[src/verilog/tclb_pkg.sv]
// Constants, field layouts and helpers shared by both loopback ends
package tclb_pkg;
  // ****************************************
  // Burst and frame layout
  // ****************************************
  localparam int BLK_BITS = 432;
  localparam int FRM_BITS = 137;
  localparam int T1_BITS = 2 * FRM_BITS;
  localparam int PAR_POS = 274;
  localparam int PAR_BITS = 8;
  localparam int C2_POS = 214;
  localparam int C2_BITS = 60;
  localparam int CONF_BITS = 268;
  localparam logic [8:0] LAST_BIT = 9'h1af;
  localparam logic [8:0] CNT_RST = 9'h000;
  // Bit strobe: one bit every BIT_DIV+1 cycles
  localparam logic [2:0] BIT_DIV = 3'h3;
  localparam logic [8:0] PRBS_SEED = 9'h1ff;
  localparam logic [8:0] SCR_SEED = 9'h0a5;
  // Loopback type codes
  localparam logic [4:0] LB_PLAIN = 5'h01;
  localparam logic [4:0] LB_BFI = 5'h02;
  // ****************************************
  // Test system register map
  // ****************************************
  localparam logic [7:0] A_CTRL = 8'h00;
  localparam logic [7:0] A_ERRS = 8'h04;
  localparam logic [7:0] A_BITS = 8'h08;
  localparam logic [7:0] A_BAD = 8'h0c;
  localparam logic [7:0] A_STAT = 8'h10;
  localparam logic [7:0] A_CONF = 8'h14;
  localparam int C_RUN = 0;
  localparam int C_SPEECH = 1;
  localparam int C_BFI = 2;
  localparam int C_CONF = 3;
  localparam int C_CLR = 4;
  localparam logic [2:0] CTRL_RST = 3'h0;
  localparam logic [31:0] W_RST = 32'h0000_0000;

  // Parity over the class-2 bits, bit i folded into parity bit i mod 8
  function automatic logic [PAR_BITS-1:0] tclb_parity(input logic [BLK_BITS-1:0] v);
    logic [PAR_BITS-1:0] p;
    p = '0;
    for (int i = 0; i < C2_BITS; i++) begin
      p[i % PAR_BITS] = p[i % PAR_BITS] ^ v[C2_POS + i];
    end
    return p;
  endfunction

  // Test-mode confirmation MAC block, first bit sent is the MSB
  function automatic logic [CONF_BITS-1:0] tclb_conf(input logic [23:0] ssi,
      input logic [59:0] tei, input logic [3:0] pwr, input logic [1:0] rxc,
      input logic nr, input logic ns);
    return {2'h0, 1'h0, 1'h0, 2'h0, ssi, 1'h0, 6'h0f,
            4'h0, nr, ns, 3'h7,
            5'h11, 2'h0, tei, pwr, rxc, 1'h0,
            2'h0, 1'h1, 1'h0, 2'h0, ssi, 1'h1, 6'h00,
            1'h1, 110'h0};
  endfunction
endpackage

[src/verilog/tclb_link_if.sv]
// Link between the test system and the mobile under loopback test
`timescale 1ns/1ps
interface tclb_link_if (
  input logic pclk,
  input logic presetn
);
  logic dl_valid;
  logic dl_sob;
  logic dl_bit;
  logic ch_speech;
  logic lb_active;
  logic [4:0] lb_type;
  logic cf_req;
  logic ul_valid;
  logic ul_sob;
  logic ul_bit;
  logic cf_valid;
  logic cf_bit;

  modport test_sys (
    input pclk, presetn, ul_valid, ul_sob, ul_bit, cf_valid, cf_bit,
    output dl_valid, dl_sob, dl_bit, ch_speech, lb_active, lb_type, cf_req
  );
  modport mobile (
    input pclk, presetn, dl_valid, dl_sob, dl_bit, ch_speech, lb_active, lb_type, cf_req,
    output ul_valid, ul_sob, ul_bit, cf_valid, cf_bit
  );
endinterface

[src/verilog/tclb_lfsr.sv]
// Nine-stage sequence generator, feedback from stages 9 and 5
`timescale 1ns/1ps
module tclb_lfsr
  import tclb_pkg::*;
(
  input wire logic pclk,
  input wire logic presetn,
  input wire logic load,
  input wire logic step,
  input wire logic [8:0] seed,
  output logic bit_o
);
  logic [8:0] st_q;
  logic [8:0] st_d;

  assign st_d = {st_q[7:0], st_q[8] ^ st_q[4]};
  assign bit_o = st_q[8];

  always_ff @(posedge pclk or negedge presetn) begin
    if (!presetn) begin
      st_q <= PRBS_SEED;
    end else if (load) begin
      st_q <= seed;
    end else if (step) begin
      st_q <= st_d;
    end
  end
endmodule // tclb_lfsr

[src/verilog/tclb_test_sys.sv]
// Test system end: burst generator, error counter and APB registers
//
// Chosen here: the address map and the APB interface to the registers.
`timescale 1ns/1ps
module tclb_test_sys
  import tclb_pkg::*;
(
  tclb_link_if.test_sys lnk,
  input wire logic psel,
  input wire logic penable,
  input wire logic pwrite,
  input wire logic [7:0] paddr,
  input wire logic [31:0] pwdata,
  output logic [31:0] prdata,
  output logic pready,
  output logic pslverr
);
  typedef enum logic [1:0] {
    H_IDLE = 2'b00,
    H_FILL = 2'b01,
    H_SEND = 2'b10,
    H_RECV = 2'b11
  } tclb_hst_t;

  tclb_hst_t st_q;
  logic [8:0] cnt_q;
  logic [2:0] div_q;
  logic [BLK_BITS-1:0] buf_q;
  logic [2:0] ctrl_q;
  logic cf_req_q;
  logic [31:0] errs_q;
  logic [31:0] bits_q;
  logic [31:0] bad_q;
  logic [31:0] conf_q;
  logic [31:0] prdata_q;
  logic [8:0] eb_q;
  logic ones_q;
  logic dl_valid_q;
  logic dl_sob_q;
  logic dl_bit_q;

  // ****************************************
  // Decode
  // ****************************************
  wire prbs;
  wire scr;
  wire speech = ctrl_q[C_SPEECH];
  wire run = ctrl_q[C_RUN];
  wire [8:0] lim = speech ? 9'(T1_BITS) : 9'(BLK_BITS);
  wire tick = (div_q == BIT_DIV);
  wire last = (cnt_q == LAST_BIT);
  wire in_lim = cnt_q < lim;
  wire fill_on = st_q == H_FILL;
  wire send_on = (st_q == H_SEND) && tick;
  wire rx_on = (st_q == H_RECV) && lnk.ul_valid && (lnk.ul_sob || cnt_q != CNT_RST);
  wire rx_b = lnk.ul_bit ^ scr;
  wire [BLK_BITS-1:0] snd_w = speech ? {buf_q[BLK_BITS-1:PAR_POS+PAR_BITS], tclb_parity(buf_q),
                                        buf_q[T1_BITS-1:0]} : buf_q;
  wire e_now = in_lim && (rx_b != snd_w[cnt_q]);
  wire [8:0] eb_sum = eb_q + {8'h00, e_now};
  wire bad_burst = speech && ctrl_q[C_BFI] && ones_q;
  wire wr = psel && penable && pwrite;
  wire wr_ctrl = wr && (paddr == A_CTRL);
  wire mapped = paddr == A_CTRL || paddr == A_ERRS || paddr == A_BITS || paddr == A_BAD
             || paddr == A_STAT || paddr == A_CONF;
  wire [31:0] rd_w = (paddr == A_CTRL) ? {29'h0, ctrl_q} :
                     (paddr == A_ERRS) ? errs_q :
                     (paddr == A_BITS) ? bits_q :
                     (paddr == A_BAD) ? bad_q :
                     (paddr == A_STAT) ? {30'h0, st_q} :
                     (paddr == A_CONF) ? conf_q : W_RST;

  tclb_lfsr u_prbs (
    .pclk(lnk.pclk),
    .presetn(lnk.presetn),
    .load(1'b0),
    .step(fill_on && in_lim),
    .seed(PRBS_SEED),
    .bit_o(prbs)
  );

  tclb_lfsr u_scr (
    .pclk(lnk.pclk),
    .presetn(lnk.presetn),
    .load(fill_on || (send_on && last)),
    .step(send_on || rx_on),
    .seed(SCR_SEED),
    .bit_o(scr)
  );

  // ****************************************
  // Burst sequencer
  // ****************************************
  always_ff @(posedge lnk.pclk or negedge lnk.presetn) begin
    if (!lnk.presetn) begin
      st_q <= H_IDLE;
      cnt_q <= CNT_RST;
      div_q <= 3'h0;
      buf_q <= '0;
      eb_q <= 9'h000;
      ones_q <= 1'b1;
    end else begin
      div_q <= (tick || fill_on) ? 3'h0 : div_q + 3'h1;
      unique case (st_q)
        H_IDLE: begin
          cnt_q <= CNT_RST;
          if (run) begin
            st_q <= H_FILL;
          end
        end
        H_FILL: begin
          buf_q[cnt_q] <= in_lim & prbs;
          cnt_q <= last ? CNT_RST : cnt_q + 9'h001;
          // A stop in the fill gap ends the run before another burst goes out
          if (!run) begin
            st_q <= H_IDLE;
          end else if (last) begin
            st_q <= H_SEND;
          end
        end
        H_SEND: begin
          if (tick) begin
            cnt_q <= last ? CNT_RST : cnt_q + 9'h001;
            eb_q <= 9'h000;
            ones_q <= 1'b1;
            if (last) begin
              st_q <= H_RECV;
            end
          end
        end
        H_RECV: begin
          if (rx_on) begin
            cnt_q <= last ? CNT_RST : cnt_q + 9'h001;
            eb_q <= eb_sum;
            ones_q <= ones_q & (rx_b | ~in_lim);
            if (last) begin
              st_q <= run ? H_FILL : H_IDLE;
            end
          end
        end
      endcase
    end
  end

  // ****************************************
  // Counters, control and APB
  // ****************************************
  always_ff @(posedge lnk.pclk or negedge lnk.presetn) begin
    if (!lnk.presetn) begin
      errs_q <= W_RST;
      bits_q <= W_RST;
      bad_q <= W_RST;
      conf_q <= W_RST;
      ctrl_q <= CTRL_RST;
      cf_req_q <= 1'b0;
      prdata_q <= W_RST;
    end else begin
      if (wr_ctrl && pwdata[C_CLR]) begin
        errs_q <= W_RST;
        bits_q <= W_RST;
        bad_q <= W_RST;
      end else if (rx_on && last) begin
        if (bad_burst) begin
          bad_q <= bad_q + 32'h0000_0001;
        end else begin
          errs_q <= errs_q + {23'h0, eb_sum};
          bits_q <= bits_q + {23'h0, lim};
        end
      end
      if (wr_ctrl) begin
        ctrl_q <= pwdata[2:0];
      end
      cf_req_q <= wr_ctrl && pwdata[C_CONF];
      if (lnk.cf_valid) begin
        conf_q <= {conf_q[30:0], lnk.cf_bit};
      end
      if (psel && !penable) begin
        prdata_q <= rd_w;
      end
    end
  end

  always_ff @(posedge lnk.pclk or negedge lnk.presetn) begin
    if (!lnk.presetn) begin
      dl_valid_q <= 1'b0;
      dl_sob_q <= 1'b0;
      dl_bit_q <= 1'b0;
    end else begin
      dl_valid_q <= send_on;
      dl_sob_q <= send_on && (cnt_q == CNT_RST);
      if (send_on) begin
        dl_bit_q <= snd_w[cnt_q] ^ scr;
      end
    end
  end

  assign lnk.dl_valid = dl_valid_q;
  assign lnk.dl_sob = dl_sob_q;
  assign lnk.dl_bit = dl_bit_q;
  assign lnk.ch_speech = speech;
  assign lnk.lb_active = run;
  assign lnk.lb_type = ctrl_q[C_BFI] ? LB_BFI : LB_PLAIN;
  assign lnk.cf_req = cf_req_q;
  assign prdata = prdata_q;
  assign pready = penable;
  assign pslverr = psel && penable && !mapped;
endmodule // tclb_test_sys
[src/flat_wrapper.sv]
// flat-port wrapper written by rule: the top's interface ports become plain ports
module tclb_test_sys_flat import tclb_pkg::*;
  (psel, penable, pwrite, paddr, pwdata, prdata, pready, pslverr, pclk, presetn, lnk_ul_valid, lnk_ul_sob, lnk_ul_bit, lnk_cf_valid, lnk_cf_bit, lnk_dl_valid, lnk_dl_sob, lnk_dl_bit, lnk_ch_speech, lnk_lb_active, lnk_lb_type, lnk_cf_req);
  tclb_link_if lnk_i (.pclk(pclk), .presetn(presetn));
  input wire logic psel;
  input wire logic penable;
  input wire logic pwrite;
  input wire logic [7:0] paddr;
  input wire logic [31:0] pwdata;
  output logic [31:0] prdata;
  output logic pready;
  output logic pslverr;
  input wire logic pclk;
  input wire logic presetn;
  input wire logic [$bits(lnk_i.ul_valid)-1:0] lnk_ul_valid;
  input wire logic [$bits(lnk_i.ul_sob)-1:0] lnk_ul_sob;
  input wire logic [$bits(lnk_i.ul_bit)-1:0] lnk_ul_bit;
  input wire logic [$bits(lnk_i.cf_valid)-1:0] lnk_cf_valid;
  input wire logic [$bits(lnk_i.cf_bit)-1:0] lnk_cf_bit;
  output wire logic [$bits(lnk_i.dl_valid)-1:0] lnk_dl_valid;
  output wire logic [$bits(lnk_i.dl_sob)-1:0] lnk_dl_sob;
  output wire logic [$bits(lnk_i.dl_bit)-1:0] lnk_dl_bit;
  output wire logic [$bits(lnk_i.ch_speech)-1:0] lnk_ch_speech;
  output wire logic [$bits(lnk_i.lb_active)-1:0] lnk_lb_active;
  output wire logic [$bits(lnk_i.lb_type)-1:0] lnk_lb_type;
  output wire logic [$bits(lnk_i.cf_req)-1:0] lnk_cf_req;
  assign lnk_i.ul_valid = lnk_ul_valid;
  assign lnk_i.ul_sob = lnk_ul_sob;
  assign lnk_i.ul_bit = lnk_ul_bit;
  assign lnk_i.cf_valid = lnk_cf_valid;
  assign lnk_i.cf_bit = lnk_cf_bit;
  assign lnk_dl_valid = lnk_i.dl_valid;
  assign lnk_dl_sob = lnk_i.dl_sob;
  assign lnk_dl_bit = lnk_i.dl_bit;
  assign lnk_ch_speech = lnk_i.ch_speech;
  assign lnk_lb_active = lnk_i.lb_active;
  assign lnk_lb_type = lnk_i.lb_type;
  assign lnk_cf_req = lnk_i.cf_req;
  tclb_test_sys u_core (.lnk(lnk_i), .psel(psel), .penable(penable), .pwrite(pwrite), .paddr(paddr), .pwdata(pwdata), .prdata(prdata), .pready(pready), .pslverr(pslverr));
endmodule
[config.mk]
export PLATFORM = sky130hd
export DESIGN_NAME = tclb_test_sys_flat
export DESIGN_NICKNAME = d
export VERILOG_FILES = /design/src/verilog/tclb_pkg.sv /design/src/verilog/tclb_link_if.sv /design/src/verilog/tclb_lfsr.sv /design/src/verilog/tclb_test_sys.sv /design/src/flat_wrapper.sv
export SDC_FILE = /design/constraint.sdc
export NUM_CORES = 1
export LEC_CHECK = 0
export ABC_AREA = 1
export BUFFER_PORTS_ARGS = -buffer_cell sky130_fd_sc_hd__buf_2
export CAP_MARGIN = 20
export CORE_MARGIN = 2
export CORE_UTILIZATION = 59
export CTS_BUF_LIST = sky130_fd_sc_hd__clkbuf_2 sky130_fd_sc_hd__clkbuf_4 sky130_fd_sc_hd__clkbuf_8
export DETAILED_ROUTE_END_ITERATION = 12
export GPL_ROUTABILITY_DRIVEN = 0
export HOLD_SLACK_MARGIN = 0.06
export PLACE_DENSITY = 0.76
export SLEW_MARGIN = 5
export SYNTH_ARGS = -nofsm -noshare
export SYNTH_HDL_FRONTEND = slang
export SYNTH_SLANG_ARGS = --single-unit
[constraint.sdc]
create_clock -name pclk -period 10.82 [get_ports pclk]
set_input_delay 1.082 -clock pclk [delete_from_list [all_inputs] [get_ports pclk]]
set_output_delay 1.082 -clock pclk [all_outputs]
set_load 0.05 [all_outputs]
==> results of run 1 <==
## final timing paths
path,startpoint,end,slack [ns],cells after the start
max in group asynchronous,presetn,u_core.buf_q[132]$_DFFE_PN0P_,8.09,3
worst min-delay path,presetn,u_core.conf_q[16]$_DFFE_PN0P_,0.39,1
worst min register to register,u_core.div_q[0]$_DFF_PN0_,u_core.div_q[0]$_DFF_PN0_,0.44,1
worst max register to register,u_core.cnt_q[0]$_DFFE_PN0P_,u_core.errs_q[19]$_DFFE_PN0P_,3.56,33
min in group pclk,u_core.div_q[0]$_DFF_PN0_,u_core.div_q[0]$_DFF_PN0_,0.44,1
worst max-delay path,u_core.cnt_q[0]$_DFFE_PN0P_,u_core.errs_q[19]$_DFFE_PN0P_,3.56,33
## area by class of cell
type / instances / share of cell area
diodes: 1 / 0.0000687
clock buffers: 175 / 0.0589
clock inverters: 10 / 0.00151
inverters: 276 / 0.0289
multi-input cells: 2852 / 0.414
flip-flops and latches: 640 / 0.441
well taps: 756 / 0.0260
repair buffers: 130 / 0.0296
## layer usage
layer	wire length (um)	vias to the layer above	track usage
met5	0	-	0
met4	4480	0	0.154
met3	8920	286	0.0606
met2	44800	1572	0.513
met1	40100	14500	0.451
li1	-	14200	-
## stage by stage
stage	std cells	hold WS, ns	setup WS [ns]	total power [mW]
2_1_floorplan	4107	0.410	6.02	3.48
3_3_place_gp	4632	0.426	3.84	3.91
3_5_place_dp	4633	0.431	3.78	3.93
4_1_cts	4818	0.392	3.75	6.14
5_1_grt	4840	0.435	2.99	6.41
6_report	4840	0.388	3.56	6.15
## flip-flops by register name, indices dropped and copies added, names as in the netlist, 2 cells and up
name / flops
u_core.buf_q: 432
u_core.bad_q: 32
u_core.conf_q: 32
u_core.errs_q: 32
u_core.prdata: 32
u_core.bits_q: 31
u_core.cnt_q: 9
u_core.eb_q: 9
u_core.u_prbs.st_q: 9
u_core.u_scr.st_q: 9
u_core.ctrl_q: 3
u_core.div_q: 3
u_core.st_q: 2
## cell families after synthesis
logic type                 after synthesis  synth area share
other                                    1          0.000112
xor gates and xnor gates                52            0.0137
buffers and inverters                  615            0.0723
AOI/OAI and AO/OA                     1483             0.257
DFF                                    640             0.481
muxes                                    9           0.00304
adders and majority gates               26           0.00998
and+or+nand+nor                       1279             0.162
## power breakdown
part / internal (mW) / switching, mW
Sequential: 2.44 / 0.0754
Combinational: 0.397 / 1.01
Clock: 1.24 / 0.987
## cells in the final DEF, fill, tap and decap left out, types with 8 or more instances in the layout
| master | instances |
|---|---|
| nand2_1 | 701 |
| a21oi_1 | 639 |
| dfrtp_1 | 619 |
| a31oi_1 | 397 |
| nor2_1 | 278 |
| inv_1 | 259 |
| o21ai_0 | 221 |
| clkbuf_8 | 133 |
| nand3_1 | 90 |
| buf_2 | 63 |
| nor3_1 | 60 |
| o31ai_1 | 47 |
| nand4_1 | 44 |
| o22ai_1 | 44 |
| clkbuf_4 | 42 |
| buf_4 | 39 |
| a32o_1 | 33 |
| nor2_2 | 32 |
| xor2_1 | 30 |
| ha_1 | 25 |
| xnor2_1 | 22 |
| a22oi_1 | 22 |
| nor2_4 | 21 |
| buf_8 | 21 |
| nor4_1 | 20 |
| a221oi_1 | 19 |
| dfstp_2 | 19 |
| a22o_1 | 18 |
| inv_2 | 10 |
| o2111ai_1 | 9 |
| mux2_2 | 9 |
| o21a_1 | 8 |
| clkinv_2 | 8 |
## worst register-to-register path: cells and delay by family, from the launching register on
kind	cells	cell delay, ns
buf+inv	5	1.60
compound gates	9	1.67
flops	1	0.72
simple gates	15	2.21
fa+ha+maj	3	0.78
xor+xnor	1	0.17
==> impl_metrics.json, run 1 <==
{
  "status": "finished, final reports clean",
  "fin_area_mm2": 0.0364,
  "rsz0062_at_grt": "false",
  "fin_nets": 4082,
  "cts_sinks": 640,
  "die-area_mm2": 0.0584,
  "grt_pass1_vias": 28000,
  "yosys-top-cells-count": "701 x nand2_1, 639 x a21oi_1, 621 x dfrtp_1",
  "seq_area_frac_synth": 0.481,
  "leakagePower_nw": 16.3,
  "wire_per_inst_um": 20.3,
  "syn_inst": 4105,
  "yosysTopAreaCell": "dfrtp_1",
  "synth_top_area_share": 0.466,
  "relSlewSlack": 0.276,
  "n_fill_cell": 4781,
  "worst_pin_slew_ns": 1.09,
  "dp_hpwl_um": 58400,
  "cts_resized": 0,
  "ys_types": 60,
  "placedInstanceArea_mm2": 0.0339,
  "via_per_inst": 6.33,
  "fin_crit_sh": 0.671,
  "port_buffers": 64,
  "cts_max_level": 3,
  "drt-total-wl_um": 98300,
  "first_iter_violations": 3993,
  "slew_violations": 0,
  "cts_hold_buffers": 0,
  "drive_gt1_frac": 0.107,
  "synth-main-ff-cell": "dfrtp_1",
  "path_clk_slew_ns": 0.06,
  "crit_path_end_kind": "flop",
  "die_y_um": 242,
  "yosysMostFrequentCell": "nand2_1",
  "drt_first_pass_iters": 6,
  "crit_fanout": 116,
  "overflow": 0,
  "power.density_mw_per_mm2": 169,
  "yosysWarnings": 0,
  "synth_edf_count": 0,
  "crit_family": "simple AND/OR/NAND/NOR gates",
  "required_ns": 11.41,
  "grt_max_degree": 221,
  "fin_util": 0.648,
  "cpMaxStageDelayCell": "inv_6",
  "hold_path_class": "in -> async",
  "grt_pass1_wl_um": 156000,
  "crit_arrival_ns": 7.86,
  "clkLatencyLatePin_ns": 0.73,
  "cts_setup_buffers": 0,
  "ys_top_cells_by_area": "dfrtp_1 47%, a21oi_1 9.6%, nand2_1 7.9%, a31oi_1 7.5%, nor2_1 3.6%",
  "maxCapViolations": 0,
  "ioPinCount": 95,
  "cp_num_buf_inv": 5,
  "route.detailed.drc": 0,
  "fp.dieW_um": 242,
  "ctsRootBufferMaster": "clkbuf_8",
  "netlist_area_mm2": 0.0333,
  "clock_skew_ns": 0.0468,
  "cpPeakStageDelay_ns": 0.77,
  "path_class": "reg -> reg",
  "ys_ff_latch": 640,
  "core_area_mm2": 0.0562,
  "rows": 87,
  "syn_avg_cell_area_um2": 8.12,
  "cts_tree": "built",
  "hold_violations": 0,
  "startpoint_type": "flop",
  "fmax_mhz": 138,
  "fin_tns_setup_ns": 0,
  "grt.total_usage": 0.330,
  "crit_top_cell": "nand2_1",
  "multi_input_area_mm2": 0.0151,
  "clock_path_buffers": 3,
  "finalSetupViolCount": 0,
  "irDropWorstVdd_uv": 131,
  "fin_crit_ns": 7.26,
  "vias": 30600,
  "start_util": 0.593,
  "antenna_left": 0,
  "cts_buffers": 106,
  "async_flop_share": 1.00,
  "antenna_found_initial": 1,
  "syn2layout_area_growth_pct": 9.22,
  "regArea_mm2": 0.0160
}
No activity file was read; power rests on OpenSTA's default activity.
==> run 2, diff against run 1 <==
Clock period 10.82 ns to 7.3 ns, I/O delays scaled along.
==> run 2 against run 1 <==
- sequential cell count unchanged
- non-clock buffer count up 15
- register-to-register slack worse by 2.8 ns
- clock power up 57%
- critical path type unchanged
- critical endpoint unchanged
- largest cell class unchanged
==> impl_metrics.json, run 2 (synthesis gave the netlist of run 1 again) <==
{
  "status": "finished, final reports clean",
  "hold_depth": 3,
  "r2r_slack_ns": 0.78,
  "required_ns": 7.91,
  "via_per_inst": 6.31,
  "clock_skew_ns": 0.0396,
  "finalSetupViolCount": 0,
  "final_cell_mix": "701 x nand2_1, 639 x a21oi_1, 619 x dfrtp_1, 397 x a31oi_1, 278 x nor2_1",
  "slew_violations": 0,
  "drt-total-wl_um": 98300,
  "cts_max_level": 3,
  "fin_crit_sh": 0.893,
  "reg2reg_to": "u_core.errs_q[19]$_DFFE_PN0P_",
  "startpoint_type": "flop",
  "crit_fanout": 74,
  "fmax_mhz": 153,
  "grt.total_usage": 0.331,
  "syn2layout_area_growth_pct": 10.1,
  "start_util": 0.593,
  "leakagePower_nw": 16.4,
  "path_class": "reg -> reg",
  "fin_util": 0.653,
  "rsz0062_at_grt": "false",
  "crit_arrival_ns": 7.13,
  "antenna_found_initial": 1,
  "ctsRootBufferMaster": "clkbuf_8",
  "regMostFlops": "u_core.buf_q",
  "cts_tree": "built",
  "cts_resized": 0,
  "fp.dieW_um": 242,
  "port_buffers": 64,
  "whs_ns": 0.194,
  "cpMaxStageDelayCell": "dfrtp_4",
  "largest_reg_flops": 432,
  "hold_violations": 0,
  "overflow": 0,
  "hold_end": "u_core.ctrl_q[0]$_DFFE_PN0P_",
  "min_from": "pwdata[0]",
  "fin_tns_setup_ns": 0,
  "worst_pin_slew_ns": 1.19,
  "power.total_mw": 9.37,
  "core_area_mm2": 0.0562,
  "n_fill_cell": 4753,
  "antenna_left": 0,
  "wire_per_inst_um": 20.2,
  "cts_sinks": 640,
  "rows": 87,
  "fin_nets": 4097,
  "hold_path_class": "in -> reg",
  "grt_pass1_vias": 28400,
  "regArea_mm2": 0.0160,
  "clkLatencyLatePin_ns": 0.76,
  "die_y_um": 242,
  "cpPeakStageDelay_ns": 0.62,
  "die-area_mm2": 0.0584,
  "cts_buffers": 106,
  "layout_commonest_cell": "nand2_1",
  "maxCapViolations": 0,
  "critPathLaunch": "u_core.cnt_q[0]$_DFFE_PN0P_",
  "multi_input_area_mm2": 0.0151,
  "grt_max_degree": 246,
  "crit_path_end_kind": "flop",
  "ioPinCount": 95,
  "dp_hpwl_um": 59600,
  "vias": 30700,
  "rr_worst_depth": 34,
  "relSlewSlack": 0.204,
  "power.density_mw_per_mm2": 255,
  "grt_pass1_wl_um": 156000,
  "timing.rr.start": "u_core.cnt_q[0]$_DFFE_PN0P_",
  "clock_path_buffers": 3,
  "fin_crit_ns": 6.52,
  "path_clk_slew_ns": 0.07,
  "drt_first_pass_iters": 5,
  "first_iter_violations": 4005,
  "drive_gt1_frac": 0.111,
  "irDropWorstVdd_uv": 193,
  "route.detailed.drc": 0,
  "crit_top_cell": "nand2_1"
}
run 2: cell types whose count changed in the layout (fill, tap and decap cells not counted), sizes merged:
cell,change
clkbuf,-8
buf,+14
clkinv,+5
clkinvlp,-1
dlygate4sd3,+1
inv,+6
bufinv,+3
run 2: layout make-up:
class	count	share of cell area
flip-flops and latches	640	0.437
multi-input cells	2852	0.411
clock buffers	167	0.0585
repair buffers	145	0.0328
inverters	276	0.0286
well taps	756	0.0258
clock inverters	23	0.00607
diodes	1	0.0000682
run 2: routing by layer:
| layer | share of wire | GRT usage | vias up |
|---|---|---|---|
| met5 | 0 | 0 | - |
| li1 | - | - | 14300 |
| met3 | 0.086 | 0.0604 | 314 |
| met1 | 0.41 | 0.447 | 14600 |
| met2 | 0.45 | 0.510 | 1491 |
| met4 | 0.052 | 0.176 | 0 |
run 2: stage by stage:
| stage | setup slack (ns) | cell area, um2 | std cells |
|---|---|---|---|
| CTS | 0.923 | 36400 | 4838 |
| finish | 0.781 | 36700 | 4860 |
| global placement | 1.09 | 34000 | 4646 |
| floorplan | 2.50 | 33300 | 4107 |
| global route | 0.193 | 36700 | 4860 |
| detailed placement | 0.973 | 34000 | 4647 |
run 2: how the worst max path moves through the flow:
stage	end	slack, ns	cells after the start
2_1_floorplan	u_core.errs_q[19]$_DFFE_PN0P_	2.50	35
3_3_place_gp	u_core.errs_q[19]$_DFFE_PN0P_	1.09	34
3_5_place_dp	u_core.errs_q[19]$_DFFE_PN0P_	0.97	34
4_1_cts	u_core.errs_q[19]$_DFFE_PN0P_	0.92	34
5_1_grt	u_core.errs_q[19]$_DFFE_PN0P_	0.19	34
6_report	u_core.errs_q[19]$_DFFE_PN0P_	0.78	34
run 2: what timing repair did:
action,4_1_cts,5_1_grt
hold buffers,1,0
buffers inserted,0,0
endpoints found under the hold margin,8,0
run 2: critical path: cells and delay by family, from the launching register on:
family          cells  cell delay [ns]
flops               1             0.62
fa+ha+maj           3             0.76
xor+xnor            1             0.16
buf+inv             5             1.03
simple gates       19             2.73
compound gates      6             1.02
run 2: where the power goes:
group / leakage [nW] / internal, mW / switching (mW) / total, mW
logic: 6.59 / 0.642 / 1.54 / 2.18
registers: 8.58 / 3.62 / 0.0666 / 3.69
clock network: 1.26 / 1.98 / 1.52 / 3.49
total: 16.4 / 6.24 / 3.12 / 9.37
